[src/design/epd_regs.vh]
// command codes, field positions, reset values and counts of the decoder
`ifndef EPD_REGS_VH
`define EPD_REGS_VH

// command codes
`define EPD_CMD_GATE_SCAN 8'h01
`define EPD_CMD_GATE_VOLT 8'h03
`define EPD_CMD_SRC_VOLT 8'h04
`define EPD_CMD_SCAN_START 8'h0f
`define EPD_CMD_SLEEP 8'h10
`define EPD_CMD_STEP_MODE 8'h11
`define EPD_CMD_SOFT_RESET 8'h12
`define EPD_CMD_HV_CHECK 8'h14
`define EPD_CMD_SUPPLY_CHECK 8'h15
`define EPD_CMD_TEMP_SRC 8'h18
`define EPD_CMD_TEMP_WRITE 8'h1a
`define EPD_CMD_TEMP_READ 8'h1b
`define EPD_CMD_ACTIVATE 8'h20
`define EPD_CMD_UPD_OPTION 8'h22

// reset values
`define EPD_RST_GATE_LINES 10'h2a7
`define EPD_RST_SCAN_MODE 3'h0
`define EPD_RST_GATE_VOLT 5'h00
`define EPD_RST_SRC_HIGH1 8'h41
`define EPD_RST_SRC_HIGH2 8'ha8
`define EPD_RST_SRC_LOW 8'h32
`define EPD_RST_SCAN_START 10'h000
`define EPD_RST_SLEEP 2'h0
`define EPD_RST_STEP_MODE 3'h3
`define EPD_RST_SUPPLY_LVL 3'h4
`define EPD_RST_TEMP_SRC 8'h48
`define EPD_RST_TEMP 12'h7ff
`define EPD_RST_UPD_OPT 8'hff

// highest gate line, base of reversed scan start
`define EPD_SCAN_LAST_LINE 10'h2a7

// field positions
`define EPD_BIT_FIRST_GATE 2
`define EPD_BIT_INTERLEAVE 1
`define EPD_BIT_REVERSE 0
`define EPD_BIT_AXIS 2
`define EPD_BIT_OPT_CLK_ON 7
`define EPD_BIT_OPT_ANA_ON 6
`define EPD_BIT_OPT_ANA_OFF 1
`define EPD_BIT_OPT_CLK_OFF 0

// busy durations in clock cycles
`define EPD_SWRST_CYCLES 12'h040
`define EPD_DETECT_CYCLES 12'h080
`define EPD_ACT_CYCLES 12'h020

`endif

[src/design/epd_sync.v]
// two-stage synchroniser for pins from outside the clock domain
`timescale 1ns/1ps
module epd_sync #(
  parameter WIDTH = 1
) (
  // clock, reset, enable
  input wire clk_in,
  input wire nrst_in,
  input wire ce_in,
  // asynchronous levels and their synchronised copies
  input wire [WIDTH-1:0] d_in,
  output reg [WIDTH-1:0] q_out
);

  reg [WIDTH-1:0] stage1;

  ////////////////////////////////////////////////////////////////////////
  // first stage feeds only the second
  always @(posedge clk_in or negedge nrst_in) begin
    if (!nrst_in) begin
      stage1 <= {WIDTH{1'b0}};
      q_out <= {WIDTH{1'b0}};
    end else if (ce_in) begin
      stage1 <= d_in;
      q_out <= stage1;
    end
  end

endmodule // epd_sync

[src/design/epd_cmd_decoder.v]
// serial command decoder of the panel driver: settings, sleep, busy
`include "epd_regs.vh"
`timescale 1ns/1ps
module epd_cmd_decoder #(
  parameter [11:0] SWRST_CYCLES = `EPD_SWRST_CYCLES,
  parameter [11:0] DETECT_CYCLES = `EPD_DETECT_CYCLES,
  parameter [11:0] ACT_CYCLES = `EPD_ACT_CYCLES
) (
  // clock, reset, enable
  input wire CLK_IN,
  input wire NRST_IN,
  input wire CE_IN,
  // serial host pins
  input wire CS_N_IN,
  input wire SCL_IN,
  input wire DC_IN,
  input wire WIRE3_SEL_IN,
  input wire SDA_IN,
  output wire SDA_OUT,
  output wire SDA_OE_OUT,
  output wire BUSY_OUT,
  // gate settings
  output reg [9:0] GATE_LINES_OUT,
  output reg FIRST_GATE_SELECT_OUT,
  output reg INTERLEAVE_SCAN_OUT,
  output reg SCAN_REVERSE_OUT,
  output reg [4:0] GATE_VOLT_OUT,
  output reg [9:0] SCAN_START_LINE_OUT,
  // source levels
  output reg [7:0] SOURCE_HIGH_LEVEL_ONE_OUT,
  output reg [7:0] SOURCE_HIGH_LEVEL_TWO_OUT,
  output reg [7:0] SOURCE_LOW_LEVEL_OUT,
  // sleep and address stepping
  output reg [1:0] SLEEP_MODE_OUT,
  output reg [1:0] ADDRESS_STEP_DIRECTION_OUT,
  output reg ADDRESS_AXIS_SELECT_OUT,
  // detection and temperature
  output reg [2:0] SUPPLY_LEVEL_OUT,
  output reg HV_CHECK_RUN_OUT,
  output reg SUPPLY_CHECK_RUN_OUT,
  output reg [7:0] TEMP_SOURCE_OUT,
  output reg [11:0] TEMPERATURE_OUT,
  // power flags
  output reg OSC_CLOCK_ON_OUT,
  output reg ANALOG_SECTION_ON_OUT
);

  localparam ST_READY = 2'b00;
  localparam ST_BUSY = 2'b01;
  localparam ST_SLEEP = 2'b10;

  wire sel_s;
  wire scl_s;
  wire dc_s;
  wire wire3_s;
  wire sda_s;
  reg scl_d;
  reg [3:0] bit_cnt;
  reg [6:0] shreg;
  reg dc_bit;
  reg [7:0] cmd;
  reg [2:0] pidx;
  reg [7:0] tx;
  reg rd_active;
  reg [1:0] state;
  reg [11:0] busy_cnt;
  reg [9:0] scan_value;
  reg [7:0] upd_opt;

  ////////////////////////////////////////////////////////////////////////
  // pin synchronisers; all five share one latency so they stay aligned
  epd_sync #(
    .WIDTH(5)
  ) u_sync (
    .clk_in(CLK_IN),
    .nrst_in(NRST_IN),
    .ce_in(CE_IN),
    .d_in({~CS_N_IN, SCL_IN, DC_IN, WIRE3_SEL_IN, SDA_IN}),
    .q_out({sel_s, scl_s, dc_s, wire3_s, sda_s})
  );
  // select synced active high, so reset reads as deselected like the pin
  wire cs_n_s = ~sel_s;

  ////////////////////////////////////////////////////////////////////////
  // byte framing on sampled serial clock
  wire scl_rise = scl_s & ~scl_d & ~cs_n_s;
  wire [3:0] last_bit = wire3_s ? 4'h8 : 4'h7;
  wire byte_done = scl_rise & (bit_cnt == last_bit);
  wire [7:0] byte_val = {shreg, sda_s};
  // in 3-wire mode the select travels as the leading bit
  wire is_cmd = ~(wire3_s ? dc_bit : dc_s);
  wire ready = (state == ST_READY);
  wire take = byte_done & ready;
  wire take_cmd = take & is_cmd;
  wire take_par = take & ~is_cmd;
  wire power_ok = OSC_CLOCK_ON_OUT & ANALOG_SECTION_ON_OUT;
  wire hv_start = take_cmd & (byte_val == `EPD_CMD_HV_CHECK) & power_ok;
  wire sup_start = take_par & (cmd == `EPD_CMD_SUPPLY_CHECK) &
                   (pidx == 3'h0) & power_ok;
  wire busy_end = (state == ST_BUSY) & (busy_cnt == 12'h001);

  // reads only in 4-wire mode; the 3-wire read format is not supported
  assign SDA_OUT = tx[7];
  assign SDA_OE_OUT = rd_active;
  assign BUSY_OUT = (state != ST_READY);

  ////////////////////////////////////////////////////////////////////////
  // serial shift register, bit counter, select bit
  always @(posedge CLK_IN or negedge NRST_IN) begin
    if (!NRST_IN) begin
      scl_d <= 1'b0;
      bit_cnt <= 4'h0;
      shreg <= 7'h00;
      dc_bit <= 1'b0;
    end else if (CE_IN) begin
      scl_d <= scl_s;
      if (cs_n_s) begin
        bit_cnt <= 4'h0;
      end else if (byte_done) begin
        bit_cnt <= 4'h0;
      end else if (scl_rise) begin
        bit_cnt <= bit_cnt + 4'h1;
        if (wire3_s && bit_cnt == 4'h0) begin
          dc_bit <= sda_s;
        end else begin
          shreg <= byte_val[6:0];
        end
      end
    end
  end

  ////////////////////////////////////////////////////////////////////////
  // current command and parameter index
  always @(posedge CLK_IN or negedge NRST_IN) begin
    if (!NRST_IN) begin
      cmd <= 8'h00;
      pidx <= 3'h0;
    end else if (CE_IN) begin
      if (take_cmd) begin
        cmd <= byte_val;
        pidx <= 3'h0;
      end else if (take_par && pidx != 3'h7) begin
        pidx <= pidx + 3'h1;
      end
    end
  end

  ////////////////////////////////////////////////////////////////////////
  // read-back of the temperature register, shifted on rising edges
  always @(posedge CLK_IN or negedge NRST_IN) begin
    if (!NRST_IN) begin
      tx <= 8'h00;
      rd_active <= 1'b0;
    end else if (CE_IN) begin
      rd_active <= (cmd == `EPD_CMD_TEMP_READ) & dc_s & ~cs_n_s &
                   ~wire3_s & ready;
      if (take_cmd && byte_val == `EPD_CMD_TEMP_READ) begin
        tx <= TEMPERATURE_OUT[11:4];
      end else if (take_par && cmd == `EPD_CMD_TEMP_READ) begin
        // second byte carries the low nibble, then zeros
        tx <= (pidx == 3'h0) ? {TEMPERATURE_OUT[3:0], 4'h0} : 8'h00;
      end else if (scl_rise && rd_active) begin
        tx <= {tx[6:0], 1'b0};
      end
    end
  end

  ////////////////////////////////////////////////////////////////////////
  // operating state and busy timer
  always @(posedge CLK_IN or negedge NRST_IN) begin
    if (!NRST_IN) begin
      state <= ST_READY;
      busy_cnt <= 12'h000;
    end else if (CE_IN) begin
      case (state)
        ST_READY: begin
          if (take_par && cmd == `EPD_CMD_SLEEP && byte_val[1:0] != 2'h0) begin
            state <= ST_SLEEP;
          end else if (take_cmd && byte_val == `EPD_CMD_SOFT_RESET) begin
            state <= ST_BUSY;
            busy_cnt <= SWRST_CYCLES;
          end else if (take_cmd && byte_val == `EPD_CMD_HV_CHECK &&
                       power_ok) begin
            state <= ST_BUSY;
            busy_cnt <= DETECT_CYCLES;
          end else if (take_par && cmd == `EPD_CMD_SUPPLY_CHECK &&
                       pidx == 3'h0 && power_ok) begin
            state <= ST_BUSY;
            busy_cnt <= DETECT_CYCLES;
          end else if (take_cmd && byte_val == `EPD_CMD_ACTIVATE) begin
            state <= ST_BUSY;
            busy_cnt <= ACT_CYCLES;
          end
        end
        ST_BUSY: begin
          if (busy_cnt == 12'h001) begin
            state <= ST_READY;
          end
          busy_cnt <= busy_cnt - 12'h001;
        end
        // no serial byte is taken here; only the hardware reset leaves
        ST_SLEEP: state <= ST_SLEEP;
        default: state <= ST_READY;
      endcase
    end
  end

  ////////////////////////////////////////////////////////////////////////
  // detection run flags, set and cleared on the same edges as busy
  always @(posedge CLK_IN or negedge NRST_IN) begin
    if (!NRST_IN) begin
      HV_CHECK_RUN_OUT <= 1'b0;
      SUPPLY_CHECK_RUN_OUT <= 1'b0;
    end else if (CE_IN) begin
      if (hv_start) begin
        HV_CHECK_RUN_OUT <= 1'b1;
      end else if (busy_end) begin
        HV_CHECK_RUN_OUT <= 1'b0;
      end
      if (sup_start) begin
        SUPPLY_CHECK_RUN_OUT <= 1'b1;
      end else if (busy_end) begin
        SUPPLY_CHECK_RUN_OUT <= 1'b0;
      end
    end
  end

  ////////////////////////////////////////////////////////////////////////
  // scan start line; reversed scan counts down from the last line
  always @(posedge CLK_IN or negedge NRST_IN) begin
    if (!NRST_IN) begin
      SCAN_START_LINE_OUT <= `EPD_RST_SCAN_START;
    end else if (CE_IN) begin
      SCAN_START_LINE_OUT <= SCAN_REVERSE_OUT ?
                             `EPD_SCAN_LAST_LINE - scan_value :
                             scan_value;
    end
  end

  ////////////////////////////////////////////////////////////////////////
  // power flags: the activation command moves them, the soft reset clears them
  always @(posedge CLK_IN or negedge NRST_IN) begin
    if (!NRST_IN) begin
      OSC_CLOCK_ON_OUT <= 1'b0;
      ANALOG_SECTION_ON_OUT <= 1'b0;
    end else if (CE_IN) begin
      if (take_cmd && byte_val == `EPD_CMD_ACTIVATE) begin
        // a sequence that switches off at its end leaves the flag low
        OSC_CLOCK_ON_OUT <= (OSC_CLOCK_ON_OUT |
                             upd_opt[`EPD_BIT_OPT_CLK_ON]) &
                            ~upd_opt[`EPD_BIT_OPT_CLK_OFF];
        ANALOG_SECTION_ON_OUT <= (ANALOG_SECTION_ON_OUT |
                                  upd_opt[`EPD_BIT_OPT_ANA_ON]) &
                                 ~upd_opt[`EPD_BIT_OPT_ANA_OFF];
      end else if (take_cmd && byte_val == `EPD_CMD_SOFT_RESET) begin
        OSC_CLOCK_ON_OUT <= 1'b0;
        ANALOG_SECTION_ON_OUT <= 1'b0;
      end
    end
  end

  ////////////////////////////////////////////////////////////////////////
  // sleep setting survives the soft reset
  always @(posedge CLK_IN or negedge NRST_IN) begin
    if (!NRST_IN) begin
      SLEEP_MODE_OUT <= `EPD_RST_SLEEP;
    end else if (CE_IN) begin
      if (take_par && cmd == `EPD_CMD_SLEEP && pidx == 3'h0) begin
        SLEEP_MODE_OUT <= byte_val[1:0];
      end
    end
  end

  ////////////////////////////////////////////////////////////////////////
  // parameter store; soft reset restores it, display memory is elsewhere
  always @(posedge CLK_IN or negedge NRST_IN) begin
    if (!NRST_IN) begin
      GATE_LINES_OUT <= `EPD_RST_GATE_LINES;
      {FIRST_GATE_SELECT_OUT, INTERLEAVE_SCAN_OUT, SCAN_REVERSE_OUT} <=
        `EPD_RST_SCAN_MODE;
      GATE_VOLT_OUT <= `EPD_RST_GATE_VOLT;
      SOURCE_HIGH_LEVEL_ONE_OUT <= `EPD_RST_SRC_HIGH1;
      SOURCE_HIGH_LEVEL_TWO_OUT <= `EPD_RST_SRC_HIGH2;
      SOURCE_LOW_LEVEL_OUT <= `EPD_RST_SRC_LOW;
      scan_value <= `EPD_RST_SCAN_START;
      {ADDRESS_AXIS_SELECT_OUT, ADDRESS_STEP_DIRECTION_OUT} <=
        `EPD_RST_STEP_MODE;
      SUPPLY_LEVEL_OUT <= `EPD_RST_SUPPLY_LVL;
      TEMP_SOURCE_OUT <= `EPD_RST_TEMP_SRC;
      TEMPERATURE_OUT <= `EPD_RST_TEMP;
      upd_opt <= `EPD_RST_UPD_OPT;
    end else if (CE_IN) begin
      if (take_cmd && byte_val == `EPD_CMD_SOFT_RESET) begin
        GATE_LINES_OUT <= `EPD_RST_GATE_LINES;
        {FIRST_GATE_SELECT_OUT, INTERLEAVE_SCAN_OUT, SCAN_REVERSE_OUT} <=
          `EPD_RST_SCAN_MODE;
        GATE_VOLT_OUT <= `EPD_RST_GATE_VOLT;
        SOURCE_HIGH_LEVEL_ONE_OUT <= `EPD_RST_SRC_HIGH1;
        SOURCE_HIGH_LEVEL_TWO_OUT <= `EPD_RST_SRC_HIGH2;
        SOURCE_LOW_LEVEL_OUT <= `EPD_RST_SRC_LOW;
        scan_value <= `EPD_RST_SCAN_START;
        {ADDRESS_AXIS_SELECT_OUT, ADDRESS_STEP_DIRECTION_OUT} <=
          `EPD_RST_STEP_MODE;
        SUPPLY_LEVEL_OUT <= `EPD_RST_SUPPLY_LVL;
        TEMP_SOURCE_OUT <= `EPD_RST_TEMP_SRC;
        TEMPERATURE_OUT <= `EPD_RST_TEMP;
        upd_opt <= `EPD_RST_UPD_OPT;
      end else if (take_par) begin
        case (cmd)
          `EPD_CMD_GATE_SCAN: begin
            if (pidx == 3'h0) begin
              GATE_LINES_OUT[7:0] <= byte_val;
            end else if (pidx == 3'h1) begin
              GATE_LINES_OUT[9:8] <= byte_val[1:0];
            end else if (pidx == 3'h2) begin
              FIRST_GATE_SELECT_OUT <= byte_val[`EPD_BIT_FIRST_GATE];
              INTERLEAVE_SCAN_OUT <= byte_val[`EPD_BIT_INTERLEAVE];
              SCAN_REVERSE_OUT <= byte_val[`EPD_BIT_REVERSE];
            end
          end
          `EPD_CMD_GATE_VOLT: begin
            if (pidx == 3'h0) begin
              GATE_VOLT_OUT <= byte_val[4:0];
            end
          end
          `EPD_CMD_SRC_VOLT: begin
            if (pidx == 3'h0) begin
              SOURCE_HIGH_LEVEL_ONE_OUT <= byte_val;
            end else if (pidx == 3'h1) begin
              SOURCE_HIGH_LEVEL_TWO_OUT <= byte_val;
            end else if (pidx == 3'h2) begin
              SOURCE_LOW_LEVEL_OUT <= byte_val;
            end
          end
          `EPD_CMD_SCAN_START: begin
            if (pidx == 3'h0) begin
              scan_value[7:0] <= byte_val;
            end else if (pidx == 3'h1) begin
              scan_value[9:8] <= byte_val[1:0];
            end
          end
          `EPD_CMD_STEP_MODE: begin
            if (pidx == 3'h0) begin
              ADDRESS_STEP_DIRECTION_OUT <= byte_val[1:0];
              ADDRESS_AXIS_SELECT_OUT <= byte_val[`EPD_BIT_AXIS];
            end
          end
          `EPD_CMD_SUPPLY_CHECK: begin
            if (pidx == 3'h0) begin
              SUPPLY_LEVEL_OUT <= byte_val[2:0];
            end
          end
          `EPD_CMD_TEMP_SRC: begin
            if (pidx == 3'h0) begin
              TEMP_SOURCE_OUT <= byte_val;
            end
          end
          `EPD_CMD_TEMP_WRITE: begin
            if (pidx == 3'h0) begin
              TEMPERATURE_OUT[11:4] <= byte_val;
            end else if (pidx == 3'h1) begin
              TEMPERATURE_OUT[3:0] <= byte_val[7:4];
            end
          end
          `EPD_CMD_UPD_OPTION: begin
            if (pidx == 3'h0) begin
              upd_opt <= byte_val;
            end
          end
          // unknown commands and surplus bytes fall through unused
          default: upd_opt <= upd_opt;
        endcase
      end
    end
  end

endmodule // epd_cmd_decoder

[config.mk]
export PLATFORM = sky130hd
export DESIGN_NAME = epd_cmd_decoder
export DESIGN_NICKNAME = d
export VERILOG_FILES = /design/src/design/epd_sync.v /design/src/design/epd_cmd_decoder.v
export VERILOG_INCLUDE_DIRS = /design/src /design/src/design
export SDC_FILE = /design/constraint.sdc
export NUM_CORES = 1
export LEC_CHECK = 0
export BUFFER_PORTS_ARGS = -buffer_cell sky130_fd_sc_hd__buf_4
export CELL_PAD_IN_SITES_DETAIL_PLACEMENT = 0
export CELL_PAD_IN_SITES_GLOBAL_PLACEMENT = 1
export CORE_MARGIN = 4
export CORE_UTILIZATION = 51
export CTS_BUF_LIST = sky130_fd_sc_hd__clkbuf_8
export DETAILED_ROUTE_END_ITERATION = 7
export PLACE_DENSITY = 0.87
export RECOVER_POWER = 50
export SYNTH_ARGS = -nofsm -noshare
export SYNTH_HDL_FRONTEND = slang
export SYNTH_SLANG_ARGS = --single-unit
[constraint.sdc]
create_clock -name CLK_IN -period 4.1 [get_ports CLK_IN]
set_input_delay 0.41 -clock CLK_IN [delete_from_list [all_inputs] [get_ports CLK_IN]]
set_output_delay 0.41 -clock CLK_IN [all_outputs]
set_load 0.02 [all_outputs]
# == Word-level counts from Yosys, hierarchy flattened ==
# Cells that the tools add are included.
# totals
reg_bits,159
latch_bits,0
ram_bits,0
rom_bits,0
in_bits,8
output_inout_bits,87
elab_cells,263
n_memories,0
# classes
addsub,4
multipliers,0
div,0
n_lt_le_gt_ge,0
eq_ne,29
n_shift,0
mux,99
bitwise_logic,29
n_reduce_logical,66
# op_table
cell,count
$mux W8,25
$mux W12,8
$eq A8 B5 Y1 const B,9
$mux W10,7
$reduce_and A4 Y1,10
$reduce_bool A2 Y1,20
$reduce_and A5 Y1,6
$mux W1,29
$mux W2,12
$mux W4,6
$pmux W12 S2,1
$mux W5,4
$and A1 B1 Y1,19
$mux W3,6
$eq A8 B6 Y1 const B,2
$reduce_and A2 Y1,8
$logic_and A1 B1 Y1,15
$eq A12 B1 Y1 const B,1
$reduce_and A6 Y1,2
$sub A12 B1 Y12 const B,1
$sub A10 B10 Y10 const A,1
$eq A8 B1 Y1 const B,1
$eq A8 B2 Y1 const B,1
$eq A8 B3 Y1 const B,1
21 further kinds,32

# == Longest topological paths before layout ==
# Gate-level depths: netlist of run 1.
# depth
word_depth,14
mapped_depth,10
mapped_depth_nobuf,8

# == Modules after synthesis ==
# Synthesis of run 1 repeated with hierarchy kept, for this count alone.
# unflattened
cells_unflattened,668
hier_area_um2,7349.5
# modules_own_cells
module,instances,cells_per_inst,area_per_inst_um2,seq_area_each_um2
epd_cmd_decoder,1,647,6937.9,3671.0
epd_sync,1,21,411.6,250.2

# == Worst setup path before layout of run 1 ==
# OpenSTA, ideal clock, no wires.
# synth_path
kind,register to register
start,reg bit_cnt[1]
end,reg GATE_LINES_OUT[3]
setup_ns,0.125
t_arrival_ns,2.384
t_required_ns,3.975
path_slack_ns,1.592
path_stages_with_launch,8
n_path_buf,2
period_less_slack_ns,2.508
cell_sequence,dfrtp_1 nor4b_4 o2111ai_1 buf_2 or4_1 buf_6 a21oi_4 mux2_2
# synth_via
elab_chain_len,7
word_cells_on_any_way,11
classes_between,eq/ne (1); mux (1); bitwise (4); reduce/logical (5)
# synth_lines
item,line,source
start: declaration,epd_cmd_decoder.v:58,reg [3:0] bit_cnt;
start signal: assignment,epd_cmd_decoder.v:122,bit_cnt <= bit_cnt + 4'h1;
$eq A4 B4 Y1 *,epd_cmd_decoder.v:88,wire byte_done = scl_rise & (bit_cnt == last_bit);
$and A1 B1 Y1 *,epd_cmd_decoder.v:88,
$and A1 B1 Y1 *,epd_cmd_decoder.v:93,wire take = byte_done & ready;
$and A1 B1 Y1,epd_cmd_decoder.v:94,wire take_cmd = take & is_cmd;
$logic_and A1 B1 Y1 (no source line),--,
$reduce_bool A2 Y1 (no source line),--,
$reduce_and A4 Y1 (no source line),--,
end signal: assignment,epd_cmd_decoder.v:278,GATE_LINES_OUT <= `EPD_RST_GATE_LINES;
end signal: assignment,epd_cmd_decoder.v:294,GATE_LINES_OUT <= `EPD_RST_GATE_LINES;
end signal: assignment,epd_cmd_decoder.v:312,GATE_LINES_OUT[7:0] <= byte_val;
end: declaration,epd_cmd_decoder.v:23,"output reg [9:0] GATE_LINES_OUT,"
# Mark *: on every way between the ends. The rest lies on a longest branch, timed or not.
# A chain may end at the register's enable or synchronous reset.

# == Worst setup path after layout of run 1 ==
# Same ends and word-level chain as after synthesis.

==> reports/metrics.yaml, run 1 <==
power_and_ir_drop:
  clkPwrFrac_pct: 34.6
  p_sw_share_pct: 30.6
  pwr-share-comb_pct: 13.8
  power_switching_uw: 1010
  leakage_uw: 0.00383
  seqPwrFrac_pct: 51.6
  powerDensity_nw_per_um2: 394
  peakVddDrop_uv: 298
  internal_power_uw: 2290
clock_network:
  clock_sinks: 155
  cts_resized: 0
  post_cts_buffers: 0
  cts_tree: "built"
  cts-buffers-inserted: 17
  root_buffer: "clkbuf_8"
  clock_latency_ps: 460
  cts-hold-fix-buffers: 0
  cts_max_level: 4
  cts_buffer_depth: 2
  clk_transition_reported_paths_ps: 90
sta:
  relSlewSlack_pct: -74.5
  rsz0062_at_grt: "no"
  worst_pin_slew_ps: 2620
  drv_slew: 107
  finalClockSkew_ps: 13.2
  setup_slack_ps: 914
  fmax_mhz: 314
  fin_crit_ps: 3190
  hold_viol_final: 0
  fin_tns_setup_ps: 0
  fin_crit_sh_pct: 77.7
  setup-violations-final: 0
  holdWs_ps: 132
detailed_routing:
  routedWlPerCell_um: 18.8
  drc: 0
  vias: 5276
  drt_wl_total_um: 17300
  drt-vias-per-instance: 5.73
  drt-initial-drc-count: 435
  dr.pass1.iters: 5
  ant_nets: 0
synthesis:
  synth_edf_count: 0
  synth.top_cell.area_share_pct: 42.1
  syn_avg_cell_area_um2: 11.4
  synth-seq-area-share_pct: 54.5
  synthTopCellsByArea: "dfrtp_1 (42%), mux2_2 (14%), dfstp_2 (12%)"
  yosysUniqueCellTypes: 64
  yosysTopAreaCell: "dfrtp_1"
  syn_area_um2: 7190
  yosysWarnings: 0
  async_flop_share_pct: 100
  synth-seq-cells: 155
  synth_cells: 631
  synth_ff_type: "dfrtp_1"
  syn_nets: 649
worst_hold_path:
  hp-class: "in2reg"
setup_path:
  cpPeakStageDelay_ps: 970
  cp.arrival_ps: 3530
  crit_type: "reg2reg"
  critPathCaptureType: "flip-flop"
  crit_chain: "nor4b_4, o2111ai_1, or4_1, a21oi_4, mux2_2"
  cp-start-kind: "flip-flop"
  cp.required_ps: 4440
  worstPathMaxFanout: 11
  cp_slowest_cell: "or4_1"
  path_buf_inv: 0
  critPathTopFamily: "simple AND/OR/NAND/NOR gates"
  r2r_slack_ps: 910
placed_design:
  post-place-ws_ps: 911
  port_buffers: 94
  dpl.hpwl_um: 12200
  gp_congestion: 0.878
grt:
  overflow: 0
  grt_usage_pct: 22.3
  grt_pass1_wl_um: 28500
  antenna_found_initial: 0
  grt_pass1_vias: 5416
  grt_max_degree: 107
cells_and_area:
  fin_util_pct: 60.6
  drive_gt1_share_pct: 34.3
  nets: 745
  antennaDiodeCount: 0
  area_growth_pct: 16.4
floorplan:
  core_area_um2: 13800
  die_x_um: 127
  die-area_um2: 16100
  io_pins: 95
  initial_utilization_pct: 52.0
  num_rows: 43
  dieHeight_um: 127
outcome:
  violations: "capacitance limit, slew limit"
  status: "finished with violations"
run:
  cap_violations: 1
## stage by stage
stage / instances / instance area (µm²) / total power, µW
global route: 920 / 8370 / 3450
floorplan: 631 / 7190 / 2000
CTS: 920 / 8480 / 3320
detailed placement: 888 / 8080 / 2190
global placement: 888 / 8080 / 2170
finish: 920 / 8370 / 3300
## cells in the mapped netlist, types with 3 or more instances
cell type    n
nor3_1      14
buf_2        5
dfrtp_1    121
a21oi_2      3
mux2_2      88
xnor2_1      4
o211ai_1     4
and2_1       4
or3_1        5
nand4b_1     6
nor2_1      50
inv_1       21
or2_2        8
o31ai_1      5
o21ai_0     37
mux2i_1      6
nand2_1     49
buf_1        3
nor2b_1      8
ha_1        10
nand4_1      3
or4_1        5
a21oi_1     33
dfstp_2     34
clkbuf_1    16
o21ai_1      3
xor2_1       4
nand3b_1     3
a22oi_1      3
a22o_1      10
nor4_1       9
and3_1       3
nand3_1     12
## area by class of cell
| type | instances | area (µm²) |
|---|---|---|
| timing repair buffer | 104 | 681 |
| clock buffer | 19 | 262 |
| multi-input combinational | 428 | 3070 |
| inverter | 21 | 78.8 |
| sequential | 155 | 3920 |
| clock inverter | 13 | 133 |
| fill | 1165 | 5450 |
| tap | 180 | 225 |
## metal layers
metal / up-vias / GRT usage, % / share of wire [%]
li1: 2462 / - / -
met1: 2671 / 29.0 / 44
met2: 124 / 37.3 / 50
met3: 19 / 5.60 / 5.0
met4: 0 / 6.18 / 1.2
met5: - / 0 / 0
## power groups by stage
stage / Clock [µW] / Combinational, µW / Sequential [µW]
2_1_floorplan: 0 / 303 / 1700
3_3_place_gp: 0 / 445 / 1720
3_5_place_dp: 0 / 462 / 1730
4_1_cts: 1160 / 464 / 1700
5_1_grt: 1230 / 513 / 1710
6_report: 1140 / 456 / 1700
## layout by cell type (no fill, tap or decap), types with 6 or more instances in the layout
| master | Yosys | layout |
|---|---|---|
| a21oi_1 | 33 | 33 |
| a22o_1 | 10 | 10 |
| buf_4 | 1 | 77 |
| clkbuf_1 | 16 | 26 |
| clkbuf_8 | 0 | 19 |
| dfrtp_1 | 121 | 121 |
| dfstp_2 | 34 | 34 |
| ha_1 | 10 | 10 |
| inv_1 | 21 | 21 |
| mux2_2 | 88 | 88 |
| mux2i_1 | 6 | 6 |
| nand2_1 | 49 | 49 |
| nand3_1 | 12 | 12 |
| nand4b_1 | 6 | 6 |
| nor2_1 | 50 | 50 |
| nor2b_1 | 8 | 8 |
| nor3_1 | 14 | 14 |
| nor4_1 | 9 | 9 |
| o21ai_0 | 37 | 37 |
| or2_2 | 8 | 8 |
## worst register-to-register path, delay by kind of cell, from the launching register on
| family | cells | cell delay [ps] |
|---|---|---|
| muxes | 1 | 380 |
| and+or+nand+nor | 2 | 1310 |
| DFF | 1 | 470 |
| AOI/OAI and AO/OA | 2 | 930 |
## state kept, by name, summed over array words and instances, names as in the netlist, 5 cells and up
register and cells:
TEMPERATURE_OUT 12, busy_cnt 12, GATE_LINES_OUT 10, SCAN_START_LINE_OUT 10, scan_value 10, SOURCE_HIGH_LEVEL_ONE_OUT 8, SOURCE_HIGH_LEVEL_TWO_OUT 8, SOURCE_LOW_LEVEL_OUT 8
TEMP_SOURCE_OUT 8, cmd 8, tx 8, shreg 7, GATE_VOLT_OUT 5, u_sync.q_out 5, u_sync.stage1 5
## path summary, 6_finish.rpt
check                                             start                            to  cells after the start
min reg2reg                SOURCE_HIGH_LEVEL_TWO_OUT[3]  SOURCE_HIGH_LEVEL_TWO_OUT[3]                      2
max reg2reg                                  bit_cnt[1]             GATE_LINES_OUT[3]                      5
max                                          bit_cnt[1]             GATE_LINES_OUT[3]                      5
max in group asynchronous                       NRST_IN                        cmd[3]                      2
min                                             CS_N_IN              u_sync.stage1[4]                      2
min in group asynchronous                       NRST_IN              u_sync.stage1[4]                      1
## cells by family after synthesis
logic type | share of synthesized area [%]
buffers and inverters | 2.77
and+or+nand+nor | 14.6
AOI/OAI and AO/OA | 10.6
adders and majority gates | 1.74
muxes | 14.8
DFF | 54.5
xor gates and xnor gates | 0.974
Power figures use the tool's default switching activity.
==> run 2, diff against run 1 <==
Settings changed: CORE_UTILIZATION 51 to 48, PLACE_DENSITY 0.87 to 0.83.
Clock period 4.1 ns to 3.3 ns, I/O delays scaled along.
==> run 2 against run 1 <==
  * The run still ends with capacitance limit, slew limit left
  * Via count shrank 0.53%
  * Register-to-register slack lost 680 ps
  * Maximum frequency grew 4.1%
  * Flip-flop and latch count is the same
  * Die area grew 5.9%
  * Count of clock-buffer cells in the layout shrank 2
==> reports/metrics.yaml, run 2 (synthesized netlist as in run 1, its figures left out) <==
grt:
  grt_pass1_wl_um: 28300  # -0.53%
  top_usage_layer: "met2"
  overflow: 0  # unchanged
  grt_usage_pct: 21.5  # -0.76 points
  grt_max_degree: 84  # -21%
  grt_pass1_vias: 5303  # -2.1%
  met1_usage_pct: 28.6  # -0.45 points
  use_met3_pct: 6.42  # +0.82 points
  antenna_found_initial: 0  # unchanged
  use_met2_pct: 34.7  # -2.6 points
clock_network:
  cts-buffers-inserted: 17  # unchanged
  clock_sinks: 155  # unchanged
  cts_resized: 0  # unchanged
  cts_buffer_depth: 2  # unchanged
  clock_latency_ps: 460  # about the same
  clk_transition_reported_paths_ps: 90  # about the same
  cts_tree: "built"
  cts_max_level: 4  # unchanged
  root_buffer: "clkbuf_8"
  post_cts_buffers: 0  # unchanged
setup_path:
  path_buf_inv: 0  # unchanged
  critPathCaptureType: "flip-flop"
  cp.required_ps: 3650  # -790 ps
  cp-start-kind: "flip-flop"
  worstPathMaxFanout: 10  # -1
  cp_slowest_cell: "or4_1"
  cpPeakStageDelay_ps: 940  # -30 ps
  crit_chain: "nor4b_4, o2111ai_1, or4_1, a21oi_4, mux2_2"
  crit_type: "reg2reg"
  critPathTopFamily: "simple AND/OR/NAND/NOR gates"
  cp.arrival_ps: 3410  # -120 ps
sta:
  fmax_mhz: 327  # +4.1%
  worst_pin_slew_ps: 2060  # -556 ps
  fin_tns_setup_ps: 0  # unchanged
  fin_crit_ps: 3060  # -125 ps
  fin_crit_sh_pct: 92.8  # +15 points
  hold_viol_final: 0  # unchanged
  relSlewSlack_pct: -37.5  # +37 points
  rsz0062_at_grt: "no"
  drv_slew: 83  # -22%
  setup-violations-final: 0  # unchanged
  holdWs_ps: 56.2  # -76.0 ps
  finalClockSkew_ps: 15.4  # +2.21 ps
power_and_ir_drop:
  peakVddDrop_uv: 351  # +18%
  design_power_total_uw: 4150  # +26%
  p_sw_share_pct: 30.5  # -0.17 points
  powerDensity_nw_per_um2: 497  # +26%
  internal_power_uw: 2880  # +26%
  seqPwrFrac_pct: 50.1  # -1.5 points
  power_switching_uw: 1260  # +25%
  clkPwrFrac_pct: 35.2  # +0.6 points
  pwr-share-comb_pct: 14.7  # +0.9 points
  leakage_uw: 0.00376  # -1.8%
placed_design:
  place_inst: 900  # +1.4%
  port_buffers: 94  # unchanged
  dpl.hpwl_um: 12300  # +1.3%
  gp_congestion: 0.881  # +0.40%
  dpl_cell_area_um2: 8160  # +0.96%
outcome:
  violations: "capacitance limit, slew limit"
  status: "finished with violations"
floorplan:
  io_pins: 95  # unchanged
  num_rows: 44  # +2.3%
  die_x_um: 130  # +2.9%
  core_area_um2: 14600  # +5.5%
  dieHeight_um: 130  # +2.9%
  initial_utilization_pct: 49.3  # -2.7 points
  die-area_um2: 17000  # +5.9%
detailed_routing:
  routedWlPerCell_um: 18.5  # -1.4%
  vias: 5248  # -0.53%
  ant_nets: 0  # unchanged
  dr.pass1.iters: 5  # unchanged
  drt-vias-per-instance: 5.62  # -1.9%
  drt-initial-drc-count: 361  # -17%
  drt_wl_total_um: 17300  # about the same
  drc: 0  # unchanged
cells_and_area:
  antennaDiodeCount: 0  # unchanged
  final_area_um2: 8350  # -0.22%
  reg_top3: "TEMPERATURE_OUT x12, busy_cnt x12"
  final_common_cell: "dfrtp_1"
  nets: 754  # +1.2%
  nFillCells: 1273  # +9.3%
  drive_gt1_share_pct: 31.0  # -3.3 points
  final_cells: 933  # +1.4%
  area_growth_pct: 16.1
  layout_common_cells: "dfrtp_1 (121), mux2_2 (88), clkbuf_1 (55)"
worst_hold_path:
  hp-class: "in2reg"
run:
  cap_violations: 1  # unchanged
-- run 2: changes by cell type in the layout (fill, tap and decap cells not counted), moves of 2 or more --
cell      before  now
clkbuf_8      19   17
clkinv_4       5    2
buf_4         77   54
clkbuf_1      26   55
-- run 2: worst paths after layout --
path,start,to,slack [ps],depth (start not counted)
worst min-delay path,CS_N_IN,u_sync.stage1[4],60,2
min in group asynchronous,NRST_IN,u_sync.stage1[3],1010,2
worst max register to register,bit_cnt[1],GATE_LINES_OUT[6],240,5
worst min register to register,SOURCE_HIGH_LEVEL_TWO_OUT[3],SOURCE_HIGH_LEVEL_TWO_OUT[3],470,2
max in group asynchronous,NRST_IN,ADDRESS_STEP_DIRECTION_OUT[1],860,3
worst max-delay path,bit_cnt[1],GATE_LINES_OUT[6],240,5
-- run 2: power by group through the flow --
| stage | combinational [µW] | sequential (µW) | clock (µW) |
|---|---|---|---|
| 3_3_place_gp | 607 | 2110 | 0 |
| 5_1_grt | 681 | 2090 | 1580 |
| 6_report | 608 | 2080 | 1460 |
| 2_1_floorplan | 376 | 2110 | 0 |
| 3_5_place_dp | 620 | 2110 | 0 |
| 4_1_cts | 624 | 2080 | 1500 |
-- run 2: area by class of cell --
cell class / instances / area, µm² / area share (%)
Sequential cell: 155 / 3920 / 46.9
Multi-Input combinational cell: 428 / 3070 / 36.8
Timing Repair Buffer: 113 / 652 / 7.80
Clock inverter: 15 / 165 / 1.98
Clock buffer: 17 / 234 / 2.80
Tap cell: 184 / 230 / 2.76
Inverter: 21 / 78.8 / 0.944
-- run 2: what timing repair did --
| action | 4_1_cts | 5_1_grt |
|---|---|---|
| hold buffers | 1 | 0 |
| hold endpoints to repair | 80 | 0 |
| endpoints found under the setup margin | 0 | 0 |
-- run 2: metrics by stage --
stage / setup WS [ps] / utilization [%]
after floorplan: 792 / -
after global placement: 380 / 55.9
after detailed placement: 266 / 55.9
after CTS: 248 / 58.7
after global routing: 94.2 / 57.3
final: 238 / 57.3
-- run 2: layer usage --
layer  vias up  share of wire [%]
met2       136                 49
met5         -                  0
li1       2473                  -
met3        21                5.6
met1      2618                 44
met4         0                1.4
